## src/pwm_timer_defines.svh

```systemverilog
// Purpose: constants for the pwm timer channel control block
// Assumes: 32-bit axi4-lite data, one register per aligned word
// Notes: byte addresses equal the printed offsets
`ifndef PWM_TIMER_DEFINES_SVH
`define PWM_TIMER_DEFINES_SVH
`define ADDR_W 16
`define CLK_CTRL_ADDR 16'h5068
`define CNT_CTRL_ADDR 16'h5400
`define CLK_CTRL_W 8
`define CNT_CTRL_W 16
`define CLK_CTRL_RST 8'h00
`define CNT_CTRL_RST 16'h0000
`define COUNT_CLOCK_ENABLE_BIT 0
`define MULTI_BIT 1
`define SRC_LSB 2
`define DIV_LSB 4
`define RUN_BIT 0
`define CRST_BIT 1
`define ONESHOT_BIT 2
`define CBUF_BIT 3
`define CHSEL_LSB 4
`define DIV_MAX 4'he
`define DIV_LIMITED 4'h8
`define SRC_LIMITED 2'h2
`define CNT_CTRL_MASK 16'h003d
`define PRE_W 14
`define RESP_OKAY 2'b00
`define RESP_SLVERR 2'b10
`endif

```

## src/pwm_timer_pkg.sv

```systemverilog
// Purpose: types for the pwm timer channel control block
// Assumes: nothing beyond the defines header
// Notes: write handshake states
package pwm_timer_pkg;
  typedef enum logic [1:0] {
    WR_IDLE = 2'b00,
    WR_RESP = 2'b01
  } wr_state_t;
endpackage

```

## src/pwm_timer_channel_control.sv

```systemverilog
// Purpose: control registers of one 16-bit pwm timer channel
// Assumes: source ticks are synchronous to aclk
// Notes: counter, comparators and pwm output live outside
//        ce low freezes every register and holds the readys low
`timescale 1ns/100ps
`include "pwm_timer_defines.svh"
module pwm_timer_channel_control
  import pwm_timer_pkg::*;
(
  input wire logic aclk, // system clock
  input wire logic aresetn, // synchronous reset, active low
  input wire logic ce, // clock enable, freezes state when low
  input wire logic [3:0] src_tick, // ticks of the four clock sources
  input wire logic [`ADDR_W-1:0] s_axi_awaddr, // write address
  input wire logic [2:0] s_axi_awprot, // unused protection
  input wire logic s_axi_awvalid, // write address valid
  output logic s_axi_awready, // write address ready
  input wire logic [31:0] s_axi_wdata, // write data
  input wire logic [3:0] s_axi_wstrb, // write strobes
  input wire logic s_axi_wvalid, // write data valid
  output logic s_axi_wready, // write data ready
  output logic [1:0] s_axi_bresp, // write response
  output logic s_axi_bvalid, // write response valid
  input wire logic s_axi_bready, // write response ready
  input wire logic [`ADDR_W-1:0] s_axi_araddr, // read address
  input wire logic [2:0] s_axi_arprot, // unused protection
  input wire logic s_axi_arvalid, // read address valid
  output logic s_axi_arready, // read address ready
  output logic [31:0] s_axi_rdata, // read data
  output logic [1:0] s_axi_rresp, // read response
  output logic s_axi_rvalid, // read valid
  input wire logic s_axi_rready, // read ready
  output logic count_tick, // gated divided count clock tick
  output logic counter_run, // counter runs
  output logic counter_reset_pulse, // one-cycle counter reset
  output logic one_shot_repeat_select, // 1 one-shot, 0 repeat
  output logic compare_buffer_enable, // buffered compare writes
  output logic multi_compare_capture_mode, // multi mode
  output logic [1:0] counter_channel_select, // counter select
  output logic [1:0] count_clock_source_select // clock source
);
  ////////////////////////////////////////////////////////////////////////
  // registers
  logic [`CLK_CTRL_W-1:0] clk_ctrl_r;
  logic [`CNT_CTRL_W-1:0] cnt_ctrl_r;
  logic crst_r;
  wr_state_t wr_state_r;
  logic aw_have_r;
  logic w_have_r;
  logic [`ADDR_W-1:0] aw_addr_r;
  logic [31:0] w_data_r;
  logic [3:0] w_strb_r;
  logic [1:0] bresp_r;
  logic rvalid_r;
  logic [31:0] rdata_r;
  logic [1:0] rresp_r;

  // one-hot register select from a byte address; shared by both paths
  function automatic logic [1:0] reg_sel(input logic [`ADDR_W-1:0] a);
    reg_sel = (a == `CLK_CTRL_ADDR) ? 2'b01 :
              (a == `CNT_CTRL_ADDR) ? 2'b10 : 2'b00;
  endfunction

  ////////////////////////////////////////////////////////////////////////
  // write channel: address and data taken in either order
  // a half that arrives alone is parked until its partner is offered
  // a write with no strobe on a lane leaves that lane untouched
  wire aw_take = s_axi_awvalid && s_axi_awready;
  wire w_take = s_axi_wvalid && s_axi_wready;
  wire aw_ok = aw_have_r || aw_take;
  wire w_ok = w_have_r || w_take;
  wire [`ADDR_W-1:0] wa = aw_have_r ? aw_addr_r : s_axi_awaddr;
  wire [31:0] wd = w_have_r ? w_data_r : s_axi_wdata;
  wire [3:0] ws = w_have_r ? w_strb_r : s_axi_wstrb;
  wire do_wr = ce && (wr_state_r == WR_IDLE) && aw_ok && w_ok;
  wire [1:0] wsel = reg_sel(wa);
  wire wr_clk = do_wr && wsel[0] && ws[0];
  wire wr_cnt_lo = do_wr && wsel[1] && ws[0];
  wire wr_cnt_hi = do_wr && wsel[1] && ws[1];

  assign s_axi_awready = ce && (wr_state_r == WR_IDLE) && !aw_have_r;
  assign s_axi_wready = ce && (wr_state_r == WR_IDLE) && !w_have_r;
  assign s_axi_bvalid = (wr_state_r == WR_RESP);
  assign s_axi_bresp = bresp_r;

  always_ff @(posedge aclk) begin
    if (!aresetn) begin
      wr_state_r <= WR_IDLE;
      aw_have_r <= 1'b0;
      w_have_r <= 1'b0;
      aw_addr_r <= '0;
      w_data_r <= '0;
      w_strb_r <= '0;
      bresp_r <= `RESP_OKAY;
    end else if (ce) begin
      case (wr_state_r)
        WR_IDLE: begin
          if (do_wr) begin
            aw_have_r <= 1'b0;
            w_have_r <= 1'b0;
            bresp_r <= (wsel == 2'b00) ? `RESP_SLVERR : `RESP_OKAY;
            wr_state_r <= WR_RESP;
          end else begin
            if (aw_take) begin
              aw_have_r <= 1'b1;
              aw_addr_r <= s_axi_awaddr;
            end
            if (w_take) begin
              w_have_r <= 1'b1;
              w_data_r <= s_axi_wdata;
              w_strb_r <= s_axi_wstrb;
            end
          end
        end
        // nothing new is taken while the response waits for bready
        WR_RESP: begin
          if (s_axi_bready) begin
            wr_state_r <= WR_IDLE;
          end
        end
        default: wr_state_r <= WR_IDLE;
      endcase
    end
  end

  ////////////////////////////////////////////////////////////////////////
  // control registers; all fields reset to zero
  // the reset bit is not stored, so it always reads back as zero
  // lanes merge one at a time, so a partial-strobe write keeps the rest
  wire [7:0] cnt_lo_nxt = wr_cnt_lo ? wd[7:0] : cnt_ctrl_r[7:0];
  wire [7:0] cnt_hi_nxt = wr_cnt_hi ? wd[15:8] : cnt_ctrl_r[15:8];
  // reserved bits and the reset bit are masked here and read as zero
  wire [`CNT_CTRL_W-1:0] cnt_ctrl_nxt =
    {cnt_hi_nxt, cnt_lo_nxt} & `CNT_CTRL_MASK;
  wire [`CLK_CTRL_W-1:0] clk_ctrl_nxt = wr_clk ? wd[7:0] : clk_ctrl_r;
  // the pulse lasts one cycle: it is rebuilt from the write strobe each time
  wire crst_nxt = wr_cnt_lo && wd[`CRST_BIT];

  always_ff @(posedge aclk) begin
    if (!aresetn) begin
      clk_ctrl_r <= `CLK_CTRL_RST;
      cnt_ctrl_r <= `CNT_CTRL_RST;
      crst_r <= 1'b0;
    end else if (ce) begin
      clk_ctrl_r <= clk_ctrl_nxt;
      cnt_ctrl_r <= cnt_ctrl_nxt;
      crst_r <= crst_nxt;
    end
  end

  ////////////////////////////////////////////////////////////////////////
  // read channel, one cycle after the address is taken
  wire [1:0] rsel = reg_sel(s_axi_araddr);
  wire ar_take = s_axi_arvalid && s_axi_arready;
  // unmapped addresses read as zero with an error response
  wire [31:0] rd_word = rsel[0] ? 32'(clk_ctrl_r) :
                        rsel[1] ? 32'(cnt_ctrl_r) : 32'h0000_0000;
  wire [1:0] rd_resp = (rsel == 2'b00) ? `RESP_SLVERR : `RESP_OKAY;
  // arready stays low while data waits, so one read at a time
  assign s_axi_arready = ce && !rvalid_r;
  assign s_axi_rvalid = rvalid_r;
  assign s_axi_rdata = rdata_r;
  assign s_axi_rresp = rresp_r;

  always_ff @(posedge aclk) begin
    if (!aresetn) begin
      rvalid_r <= 1'b0;
      rdata_r <= '0;
      rresp_r <= `RESP_OKAY;
    end else if (ce) begin
      if (ar_take) begin
        rvalid_r <= 1'b1;
        rdata_r <= rd_word;
        rresp_r <= rd_resp;
      end else if (s_axi_rready) begin
        rvalid_r <= 1'b0;
      end
    end
  end

  ////////////////////////////////////////////////////////////////////////
  // count clock path
  wire [1:0] src_sel = clk_ctrl_r[`SRC_LSB+1:`SRC_LSB];
  wire [3:0] div_raw = clk_ctrl_r[`DIV_LSB+3:`DIV_LSB];
  // code 0xf unused; the limited source group stops at 1/256
  // the source limit applies after the clamp, so 0xf there ends at 1/256
  wire [3:0] div_cap = (div_raw > `DIV_MAX) ? `DIV_MAX : div_raw;
  wire [3:0] div_eff = (src_sel == `SRC_LIMITED && div_cap > `DIV_LIMITED)
                       ? `DIV_LIMITED : div_cap;
  wire clk_en = clk_ctrl_r[`COUNT_CLOCK_ENABLE_BIT];
  logic div_tick;

  // the divider only advances on ticks of the selected source; clearing
  // the enable clears its prescaler, so a restart begins a fresh period
  // rather than resuming one that was cut short
  count_clock_divider u_div (
    .aclk(aclk),
    .aresetn(aresetn),
    .ce(ce),
    .enable(clk_en),
    .src_tick(src_tick[src_sel]),
    .div_sel(div_eff),
    .tick(div_tick)
  );

  // the registered tick is gated again so that it stops in the very cycle
  // the enable bit clears, not one cycle later
  assign count_tick = div_tick && clk_en;
  assign counter_run = cnt_ctrl_r[`RUN_BIT];
  assign counter_reset_pulse = crst_r;
  assign one_shot_repeat_select = cnt_ctrl_r[`ONESHOT_BIT];
  assign compare_buffer_enable = cnt_ctrl_r[`CBUF_BIT];
  assign multi_compare_capture_mode = clk_ctrl_r[`MULTI_BIT];
  assign counter_channel_select = cnt_ctrl_r[`CHSEL_LSB+1:`CHSEL_LSB];
  assign count_clock_source_select = src_sel;
endmodule

```

## src/count_clock_divider.sv

```systemverilog
// Purpose: power-of-two prescaler for the count clock
// Assumes: src_tick is a one-cycle pulse per source clock period
// Notes: emits one tick per 2^div_sel source ticks
`timescale 1ns/100ps
`include "pwm_timer_defines.svh"
module count_clock_divider (
  input wire logic aclk, // system clock
  input wire logic aresetn, // synchronous reset, active low
  input wire logic ce, // clock enable
  input wire logic enable, // count clock enable
  input wire logic src_tick, // source clock tick
  input wire logic [3:0] div_sel, // division code
  output logic tick // divided count tick
);
  logic [`PRE_W-1:0] pre_r;
  logic [`PRE_W-1:0] mask;
  logic hit;
  // code n divides by 2^n; mask low n bits of the prescaler
  assign mask = `PRE_W'((`PRE_W+1)'(1) << div_sel) - `PRE_W'(1);
  assign hit = src_tick && ((pre_r & mask) == mask);
  always_ff @(posedge aclk) begin
    if (!aresetn) begin
      pre_r <= '0;
      tick <= 1'b0;
    end else if (ce) begin
      if (!enable) begin
        pre_r <= '0;
        tick <= 1'b0;
      end else begin
        if (src_tick) begin
          pre_r <= pre_r + `PRE_W'(1);
        end
        tick <= hit;
      end
    end
  end
endmodule

```

## config.mk

```make
export PLATFORM = sky130hd
export DESIGN_NAME = pwm_timer_channel_control
export DESIGN_NICKNAME = d
export VERILOG_FILES = /design/src/pwm_timer_pkg.sv /design/src/pwm_timer_channel_control.sv /design/src/count_clock_divider.sv
export VERILOG_INCLUDE_DIRS = /design/src
export SDC_FILE = /design/constraint.sdc
export NUM_CORES = 1
export LEC_CHECK = 0
export BUFFER_PORTS_ARGS = -buffer_cell sky130_fd_sc_hd__clkbuf_2
export CORE_UTILIZATION = 49
export DETAILED_ROUTE_END_ITERATION = 10
export GPL_TIMING_DRIVEN = 0
export PLACE_DENSITY = 0.88
export RECOVER_POWER = 50
export SYNTH_ARGS = -nofsm -noshare
export SYNTH_HDL_FRONTEND = slang
export SYNTH_SLANG_ARGS = --single-unit
```

## constraint.sdc

```tcl
create_clock -name aclk -period 2.8 [get_ports aclk]
set_input_delay 0.42 -clock aclk [delete_from_list [all_inputs] [get_ports aclk]]
set_output_delay 0.42 -clock aclk [all_outputs]
set_load 0.03 [all_outputs]
```

After elaboration in Yosys (flattened, before gate mapping):

Index checks and enable logic that the tools add are counted.

* bits of input ports: 86
* register bits after elaboration: 95
* output and inout bits: 51

* $add $sub $neg: 2
* reductions and logical operators: 39
* equality and inequality tests: 10
* bitwise logic cells: 2
* shifts and indexed selects: 1
* magnitude comparators: 3
* mux-type cells: 27

Operator list (count)
* == test 16 x 15 -> 1 bit, second input constant: 4
* two-way mux 14 bit: 2
* logical AND 1 bit: 17
* two-way mux 16 bit: 1
* two-way mux 2 bit: 8
* two-way mux 8 bit: 2
* adder 14 x 1 -> 14 bit, second input constant: 1
* bitwise AND 14 bit: 1
* == test 14 bit: 1
* << shifter 1 x 4 -> 14 bit, first input constant: 1
* subtractor 14 x 2 -> 14 bit, second input constant: 1
* AND reduction 3 bit: 4
* AND reduction 2 bit: 5
* two-way mux 1 bit: 9
* > comparator 4 bit, second input constant: 2
* two-way mux 4 bit: 2
* AND reduction 4 bit: 2
* logical NOT 2 bit: 3
* two-way mux 6 bit: 1
* nonzero test 2 bit: 3
* != test 2 x 1 -> 1 bit, second input constant: 2
* case mux 2 bit (2 select lines): 1
* logical NOT 1 bit: 3
* < comparator 2 x 3 -> 1 bit, second input constant: 1
* 6 further kinds: 7

Logic depth before layout (Yosys ltp):

Gate-level depths: netlist (run 1).

* depth after elaboration: 11
* mapped depth: 10
* depth with buffers taken out: 8

Modules after synthesis:

Synthesis (run 1) repeated with hierarchy kept, for this count alone.

* cells, all modules: 409
* area, all modules: 3644.7 sq um

Modules (own cells, without submodules)
* pwm_timer_channel_control: area each 2710.1 sq um, cells each 290, times used 1, seq. area each 1061.0 sq um
* count_clock_divider: area each 934.6 sq um, cells each 119, times used 1, seq. area each 300.3 sq um

Least setup slack after synthesis (run 1):

OpenSTA, ideal clock, no wires.

* path type: reg2reg
* from: register clk_ctrl_r[4]
* to: register u_div.tick
* data required time: 2699 ps
* arrival: 2178 ps
* slack: 521 ps
* stages on the path, launching flop included: 9
* cells stage by stage: dfxtp_1 -> clkbuf_1 -> or4_1 -> ha_1 -> clkbuf_1 -> a21oi_1 -> o32ai_1 -> a32o_1 -> o41ai_1

* word-level cells in the longest chain between the ends: 11

Ends and longest elaborated chain
* start: declaration: RTL line pwm_timer_channel_control.sv:44 `` logic [`CLK_CTRL_W-1:0] clk_ctrl_r; ``
* start signal: assignment: RTL line pwm_timer_channel_control.sv:141 `` clk_ctrl_r <= `CLK_CTRL_RST; ``
* start signal: assignment: RTL line pwm_timer_channel_control.sv:145 `clk_ctrl_r <= clk_ctrl_nxt;`
* > comparator 4 bit (no line)
* two-way mux 4 bit (*): RTL line pwm_timer_channel_control.sv:187 `` wire [3:0] div_cap = (div_raw > `DIV_MAX) ? `DIV_MAX : div_raw; ``
* > comparator 4 bit (no line)
* logical AND 1 bit (no line)
* two-way mux 4 bit (*): RTL line pwm_timer_channel_control.sv:188 `` wire [3:0] div_eff = (src_sel == `SRC_LIMITED && div_cap > `DIV_LIMITED) ``
* << shifter 1 x 4 -> 14 bit (*): RTL line count_clock_divider.sv:19 `` assign mask = `PRE_W'((`PRE_W+1)'(1) << div_sel) - `PRE_W'(1); ``
* subtractor 14 x 2 -> 14 bit (no line) (*)
* bitwise AND 14 bit: RTL line count_clock_divider.sv:20 `assign hit = src_tick && ((pre_r & mask) == mask);`
* == test 14 bit (*): RTL line count_clock_divider.sv:20
* logical AND 1 bit (*): RTL line count_clock_divider.sv:20
* two-way mux 1 bit (*): RTL line count_clock_divider.sv:26 `if (!enable) begin`
* end signal: assignment: RTL line count_clock_divider.sv:33 `tick <= hit;`
* end: declaration: RTL line count_clock_divider.sv:13 `output logic tick`

Every way passes the cells marked *; elsewhere a longest branch is shown, timed or not.
A chain may end at the register's enable or synchronous reset.

Final worst setup path (run 1):

Same ends and word-level chain as after synthesis.

==> results of run 1 <==
[sequential cells by signal, indices dropped and copies added (netlist names), 5 cells and up]
signal and flops:
cnt_ctrl_r 5, w_data_r 8, u_div.pre_r 14, aw_addr_r 16
clk_ctrl_r 8, s_axi_rdata 8
[tightest hold or removal path: cells and delay by family]
family | cells | cell delay (ps)
simple gates | 1 | 100
buf+inv | 1 | 90
mux | 1 | 60
[area by class of cell]
type | instances | area, sq um | share of cell area
inverter | 7 | 26.28 | 0.006019
clock buffer | 9 | 123.9 | 0.02837
sequential | 68 | 1361 | 0.3118
clock inverter | 7 | 91.34 | 0.02092
timing repair buffer | 77 | 354.1 | 0.08111
multi-input combinational | 305 | 1981 | 0.4537
tap | 96 | 120.1 | 0.02751
buffer | 50 | 307.8 | 0.07051
[worst min-delay path by stage]
stage               cells after the start              to  slack [ps]
global route                            3   aw_addr_r[15]         340
global placement                        2  s_axi_rdata[1]         460
CTS                                     3     w_data_r[5]         340
finish                                  3     w_data_r[2]         350
floorplan                               2      u_div.tick         410
detailed placement                      2      u_div.tick         470
[per-stage QoR]
stage | utilization | instance area, sq um
floorplan | - | 3680
global placement | 0.6027 | 4185
detailed placement | 0.6027 | 4185
CTS | 0.6337 | 4400
global route | 0.6286 | 4365
finish | 0.6286 | 4365
[per-layer routing]
layer,global-route usage,part of all wire,up-vias
li1,-,-,1603
met1,0.2996,0.41,1563
met2,0.4304,0.50,162
met3,0.05467,0.054,30
met4,0.1177,0.030,0
met5,0,0,-
[cells by family after synthesis]
group / share of synthesized area
mux: 0.1207
xor+xnor: 0.03175
simple gates: 0.2449
flops: 0.3796
fa+ha+maj: 0.006977
buf+inv: 0.09421
compound gates: 0.1207
other cells: 0.001046
[report_power, final]
| group | total (uW) | switching [uW] | internal (uW) |
|---|---|---|---|
| Clock | 886 | 389 | 498 |
| Sequential | 1010 | 17.3 | 996 |
| Combinational | 321 | 194 | 128 |
| Total | 2220 | 600 | 1620 |
[layout by cell type (no fill, tap or decap), types with 5 or more instances in the layout]
| cell | instances |
|---|---|
| mux2i_1 | 32 |
| o21ai_0 | 25 |
| nor2_1 | 28 |
| clkbuf_2 | 52 |
| clkbuf_1 | 42 |
| inv_1 | 7 |
| mux2_2 | 8 |
| nor2b_1 | 31 |
| xor2_1 | 10 |
| nor4_1 | 8 |
| buf_4 | 29 |
| nand2_1 | 34 |
| a221oi_1 | 5 |
| nand3_1 | 17 |
| nor3_1 | 5 |
| nand4_1 | 5 |
| a21boi_0 | 5 |
| a21oi_1 | 12 |
| conb_1 | 26 |
| clkbuf_8 | 9 |
| dfxtp_1 | 68 |
==> impl_results.md, run 1 <==
- Most frequent cell after synthesis: dfxtp_1
- Hold_buf cts: 0
- Max-slew violations: 0
- Die ar.: 7664 sq um
- Nets: just over 600
- Main synth FF type: dfxtp_1
- Initial DRT Pass Iterations: 6
- Critical Path RT: 3040 ps
- Bufs and invs on worst path: 1
- Number of setup buffers added after CTS: 0
- Routed Antenna Nets: 0
- Final wirelength: between 9 and 10 mm
- Post-Syn Area per Cell: slightly below 9 sq um
- Placed insts: 604
- Setup violators final: 0
- Die Wd: 87.55 microns
- Hold path startpoint: s_axi_wdata[2]
- Pin count of the biggest net entering global routing: 13
- CTS tree: done
- Initial core utilization: 0.5164
- Placer Congestion: ~0.86
- Hold Path Class: input port to flip-flop
- Initial antenna violation count: 0
- Sequential share of the synthesized area: 0.3796
- Slowest CP cell: or4_1
- Max clock buf depth: 2
- Crit Reg-Reg Startpoint: clk_ctrl_r[4]
- Period utilisation layout: 0.9245
- Slew HR: 0.2380
- Synth area leaders: dfxtp_1 38%, mux2i_1 8.9%, buf_4 6.1%
- CP peak stage delay: between 500 and 600 ps
- CP Data Arrival Time: between 2000 and 3000 ps
- # rows: 30
- DR vias: about 3400
- Leak pwr: 0.001862 uW
- First DRT Iteration DRCs: between 200 and 300
- Leading area contributor after synthesis: dfxtp_1
- CP Launch Point: clk_ctrl_r[4]
- Core Box Area: ~6900 sq um
- Max-Cap Viols: 0
- R2r endpoint: u_div.tick
- Ranking of synthesized cells by instance count: 68 x dfxtp_1, 34 x nand2_1, 32 x mux2i_1
- Fin cells: approximately 620
- Synth Cell Area: around 3600 sq um
- Number of I/O pins: roughly 140
- Status: completed
- FFs w/ async S/R, synth: 0
- DRC viols: 0
- Critical path capture point type: flip-flop
- Dpl hpwl: between 6 and 7 mm
- Place WS: about 220 ps
- Final setup skew: between 9 and 10 ps
- Ys Warns: 0
- Fin. Hold Viols: 0
- Reg-to-reg slack, setup: about 210 ps
- Post_cts resized: 0
- Worst-path fanout max: 12
- CP Launch Type: flip-flop
- Critical setup path kind: flip-flop to flip-flop
- Power after layout: ~2200 uW
- Critical path depth: 7
- TritonCTS buffer count: 9
- Worst Tran Pin Value: ~1100 ps
- Distinct cells, synth: 53
- Mean routed wirelength per cell: between 10 and 15 microns
- Die height: ~90 microns
- Synth Register Bits: approximately 70
- Pwr dens: a little over 500 nW/um^2
- Vias in the first global route: ~3200
- Unrepaired setup endpoints after global routing: no
- Post-synth EDFFs: 0
- Synth top area share: 0.3796
- Clock Latency Late Sink: between 300 and 400 ps
- Hold WS: around 350 ps
- FMAX: ~390 MHz
- # diodes: 0
- CP endpoint: u_div.tick
- Maximum vdd drop: approximately 0.00038 V
- Clk sink count: 68
- GRT Residual Overflow: 0
- H-tree depth: 3
- Area Growth Syn to Fin: 21.74%
- Setup TNS: 0 ps
- Port Buf Inserts: 77
- R2R cell count: 7
- Setup ws final: 211.3 ps
- First-pass GRT wire length: 14.88 mm
- DR vias/cell: ~5.4
- Fin crit period: ~2600 ps
- Post-Syn Instances: 406
- Share of cells above drive strength 1: 0.2237
- Top cell family by delay on the critical path: compound AO/OA/AOI/OAI gates
- Filler instances: 594
- Clk root buf: clkbuf_8
- CP Cell Sequence: clkbuf_1, or4_1, ha_1, a21oi_1, a2bb2oi_1, o32ai_1, o41ai_1
- Clock slew at reported path FFs: ~80 ps
- All-Layer GR Usage: 0.2508
Note: power is estimated with default switching activity, not from simulation.
==> run 2: changes to the inputs <==
--- a/config.mk
+++ b/config.mk
@@ -7,11 +7,12 @@
 export NUM_CORES = 1
 export LEC_CHECK = 0
 export BUFFER_PORTS_ARGS = -buffer_cell sky130_fd_sc_hd__clkbuf_2
-export CORE_UTILIZATION = 49
+export CORE_UTILIZATION = 50
 export DETAILED_ROUTE_END_ITERATION = 10
 export GPL_TIMING_DRIVEN = 0
-export PLACE_DENSITY = 0.88
+export PLACE_DENSITY = 0.89
 export RECOVER_POWER = 50
 export SYNTH_ARGS = -nofsm -noshare
 export SYNTH_HDL_FRONTEND = slang
+export SYNTH_HIERARCHICAL = 1
 export SYNTH_SLANG_ARGS = --single-unit
==> constraint.sdc (replaced) <==
create_clock -name aclk -period 2.8 [get_ports aclk]
set_input_delay 0.14 -clock aclk [delete_from_list [all_inputs] [get_ports aclk]]
set_output_delay 0.14 -clock aclk [all_outputs]
set_load 0.03 [all_outputs]
==> run 2 against run 1 <==
Effect of this change: combinational power is 1% lower; global-route usage is 0.35 points lower; synthesized cell count is 0.74% higher.
==> impl_results.md, run 2 <==
- Initial antenna violation count: 0 (unchanged)
- Max-slew violations: 0 (unchanged)
- Post-Syn Area per Cell: 8.911 sq um (+0.89%)
- Compound-Gate Fraction of Synth Area: 0.1167 (-0.004008)
- Hold Path Class: input port to flip-flop
- Dpl hpwl: 6.424 mm (-4.2%)
- Ys Warns: 6 (+6)
- Die height: 87.38 microns (-0.19%)
- GRT Residual Overflow: 0 (unchanged)
- Ranking of synthesized cells by instance count: 68 x dfxtp_1, 42 x nand2_1, 40 x mux2i_1
- # rows: 30 (unchanged)
- Placer Congestion: 0.8859 (+2.8%)
- Vias in the first global route: 3158 (-1.7%)
- Pwr dens: 528.4 nW/um^2 (+3.9%)
- Synth area leaders: dfxtp_1 37%, mux2i_1 11%, buf_4 6.4%
- Post-synth EDFFs: 0 (unchanged)
- Main combinational cell family by area after synthesis: simple AND/OR/NAND/NOR gates
- All-Layer GR Usage: 0.2473 (-0.003513)
- Largest Register: aw_addr_r
- DRC viols: 0 (unchanged)
- First-pass GRT wire length: 14.58 mm (-2.0%)
- Port Buf Inserts: 77 (unchanged)
- First DRT Iteration DRCs: 168 (-41%)
- Slew HR: 0.3501 (+0.1121)
- Most frequent cell after synthesis: dfxtp_1
- CP Launch Type: flip-flop
- CP Data Arrival Time: 2810 ps (-20 ps)
- Critical path capture point type: flip-flop
- Status: completed
- Proportion of synthesized area in mux cells: 0.1438 (+0.02311)
- Maximum vdd drop: 0.0003678 V (-2.3%)
- Largest regs: aw_addr_r: 16 flops, u_div/pre_r: 14 flops
- Setup violators final: 0 (unchanged)
- Sequential share of the synthesized area: 0.3735 (-0.006125)
- Main synth FF type: dfxtp_1
- Nets: 610 (+0.66%)
- Unrepaired setup endpoints after global routing: no
- Routed Antenna Nets: 0 (unchanged)
- Clk root buf: clkbuf_8
- Post-Synth XOR/XNOR Area: 0.01922 (-0.01253)
- Fin. Hold Viols: 0 (unchanged)
- Synth Register Bits: 68 (unchanged)
- Post-Syn Instances: 409 (+0.74%)
- FMAX: 389.6 MHz (+0.86%)
- Number of setup buffers added after CTS: 0 (unchanged)
- DR vias: 3314 (-1.3%)
- Initial DRT Pass Iterations: 6 (unchanged)
- Final setup skew: 7.189 ps (-2.779 ps)
- Max clock buf depth: 2 (unchanged)
- Distinct cells, synth: 51 (-3.8%)
- Max-Cap Viols: 0 (unchanged)
- Hold_buf cts: 0 (unchanged)
- DR vias/cell: 5.319 (-1.9%)
- Period utilisation layout: 0.9167 (-0.007863)
- CTS tree: done
- Pin count of the biggest net entering global routing: 13 (unchanged)
- Critical Path RT: 3040 ps (about the same)
- Core Box Area: 6907 sq um (-0.54%)
- Simple logic cell fraction of the synthesized area: 0.2393 (-0.005668)
- Area Growth Syn to Fin: 21.97%
- TritonCTS buffer count: 9 (unchanged)
- Fin crit period: 2567 ps (-22.02 ps)
- Leak pwr: 0.001987 uW (+6.7%)
- Power after layout: 2349 uW (+5.8%)
- Max FFs per register: 16 (unchanged)
- FFs w/ async S/R, synth: 0 (unchanged)
- Initial core utilization: 0.5277 (+0.01132)
- Clock Latency Late Sink: 350 ps (about the same)
- H-tree depth: 3 (unchanged)
- # diodes: 0 (unchanged)
- Number of I/O pins: 137 (unchanged)
- Die ar.: 7635 sq um (-0.38%)
- Clock slew at reported path FFs: 80 ps (about the same)
- Worst-path fanout max: 9 (-3)
- Worst Tran Pin Value: 965.9 ps (-166.7 ps)
- Mean routed wirelength per cell: 14.36 microns (-2.1%)
- Critical setup path kind: flip-flop to flip-flop
- Setup TNS: 0 ps (unchanged)
- Share of cells above drive strength 1: 0.2353 (+0.01158)
- Commonest non-fill, non-tap cell in the layout: dfxtp_1
- Final wirelength: 8.949 mm (-1.5%)
- Die Wd: 87.38 microns (-0.19%)
- Post-layout util: 0.6437 (+0.01501)
- Clk sink count: 68 (unchanged)
- Leading area contributor after synthesis: dfxtp_1
- Synth top area share: 0.3735 (-0.006125)
- Adder-cell share of the synthesized area: 0.006866 (-0.0001126)
- Synth Cell Area: 3645 sq um (+1.6%)
- Most frequent cells in the layout: 68 x dfxtp_1, 51 x clkbuf_2, 42 x nand2_1
-- run 2: critical path, stage by stage (launching register included) --
cell,delay [ps]
dfxtp_1,390
nand3b_1,200
and2_1,170
buf_4,160
nor3_2,210
nand2b_1,100
ha_1,270
or3_1,320
a211oi_1,240
a2111o_1,150
a2111oi_2,50
a32o_1,210
-- run 2: kinds of logic after synthesis --
logic type / count (synthesis)
xor+xnor: 8
simple gates: 161
compound gates: 61
fa+ha+maj: 2
flops: 68
buf+inv: 58
mux: 50
other cells: 1
-- run 2: where the power goes --
group          switching (uW)  internal (uW)
logic                     191            126
registers                19.1            995
clock network             402            616
-- run 2: layout make-up --
type                            count  area [sq um]
Sequential cell                    68          1361
Buffer                             48         317.8
Clock inverter                      6         111.4
Inverter                           10         37.54
Timing Repair Buffer               77         352.8
Multi-Input combinational cell    308          2007
Fill cell                         597          2461
Clock buffer                       10         137.6
Tap cell                           96         120.1
-- run 2: layer usage --
layer	vias up	part of all wire	GRT usage
li1	1606	-	-
met1	1575	0.42	0.2904
met2	116	0.52	0.4368
met3	17	0.046	0.04929
met4	0	0.013	0.1043
met5	-	0	0
-- run 2: repair_timing --
action	CTS	global route
gates resized for setup	0	1
endpoints found under the hold margin	0	0
endpoints found under the setup margin	0	1
-- run 2: stage by stage --
step | instance area [sq um] | cells | setup slack, ps | hold WS, ps
2_1_floorplan | 3739 | 434 | 387.9 | 268.2
5_1_grt | 4446 | 623 | 53.45 | 74.21
3_5_place_dp | 4244 | 607 | 172.7 | 419.7
3_3_place_gp | 4244 | 607 | 217.0 | 409.8
4_1_cts | 4493 | 623 | 142.6 | 54.03
6_report | 4446 | 623 | 233.3 | 59.97
-- run 2: final timing paths --
check | startpoint | to | slack (ps) | cells after the start
max reg2reg | clk_ctrl_r[2] | u_div/tick | 230 | 11
max | clk_ctrl_r[2] | u_div/tick | 230 | 11
min reg2reg | s_axi_rdata[6] | s_axi_rdata[6] | 470 | 2
min | s_axi_awaddr[2] | aw_addr_r[2] | 60 | 3
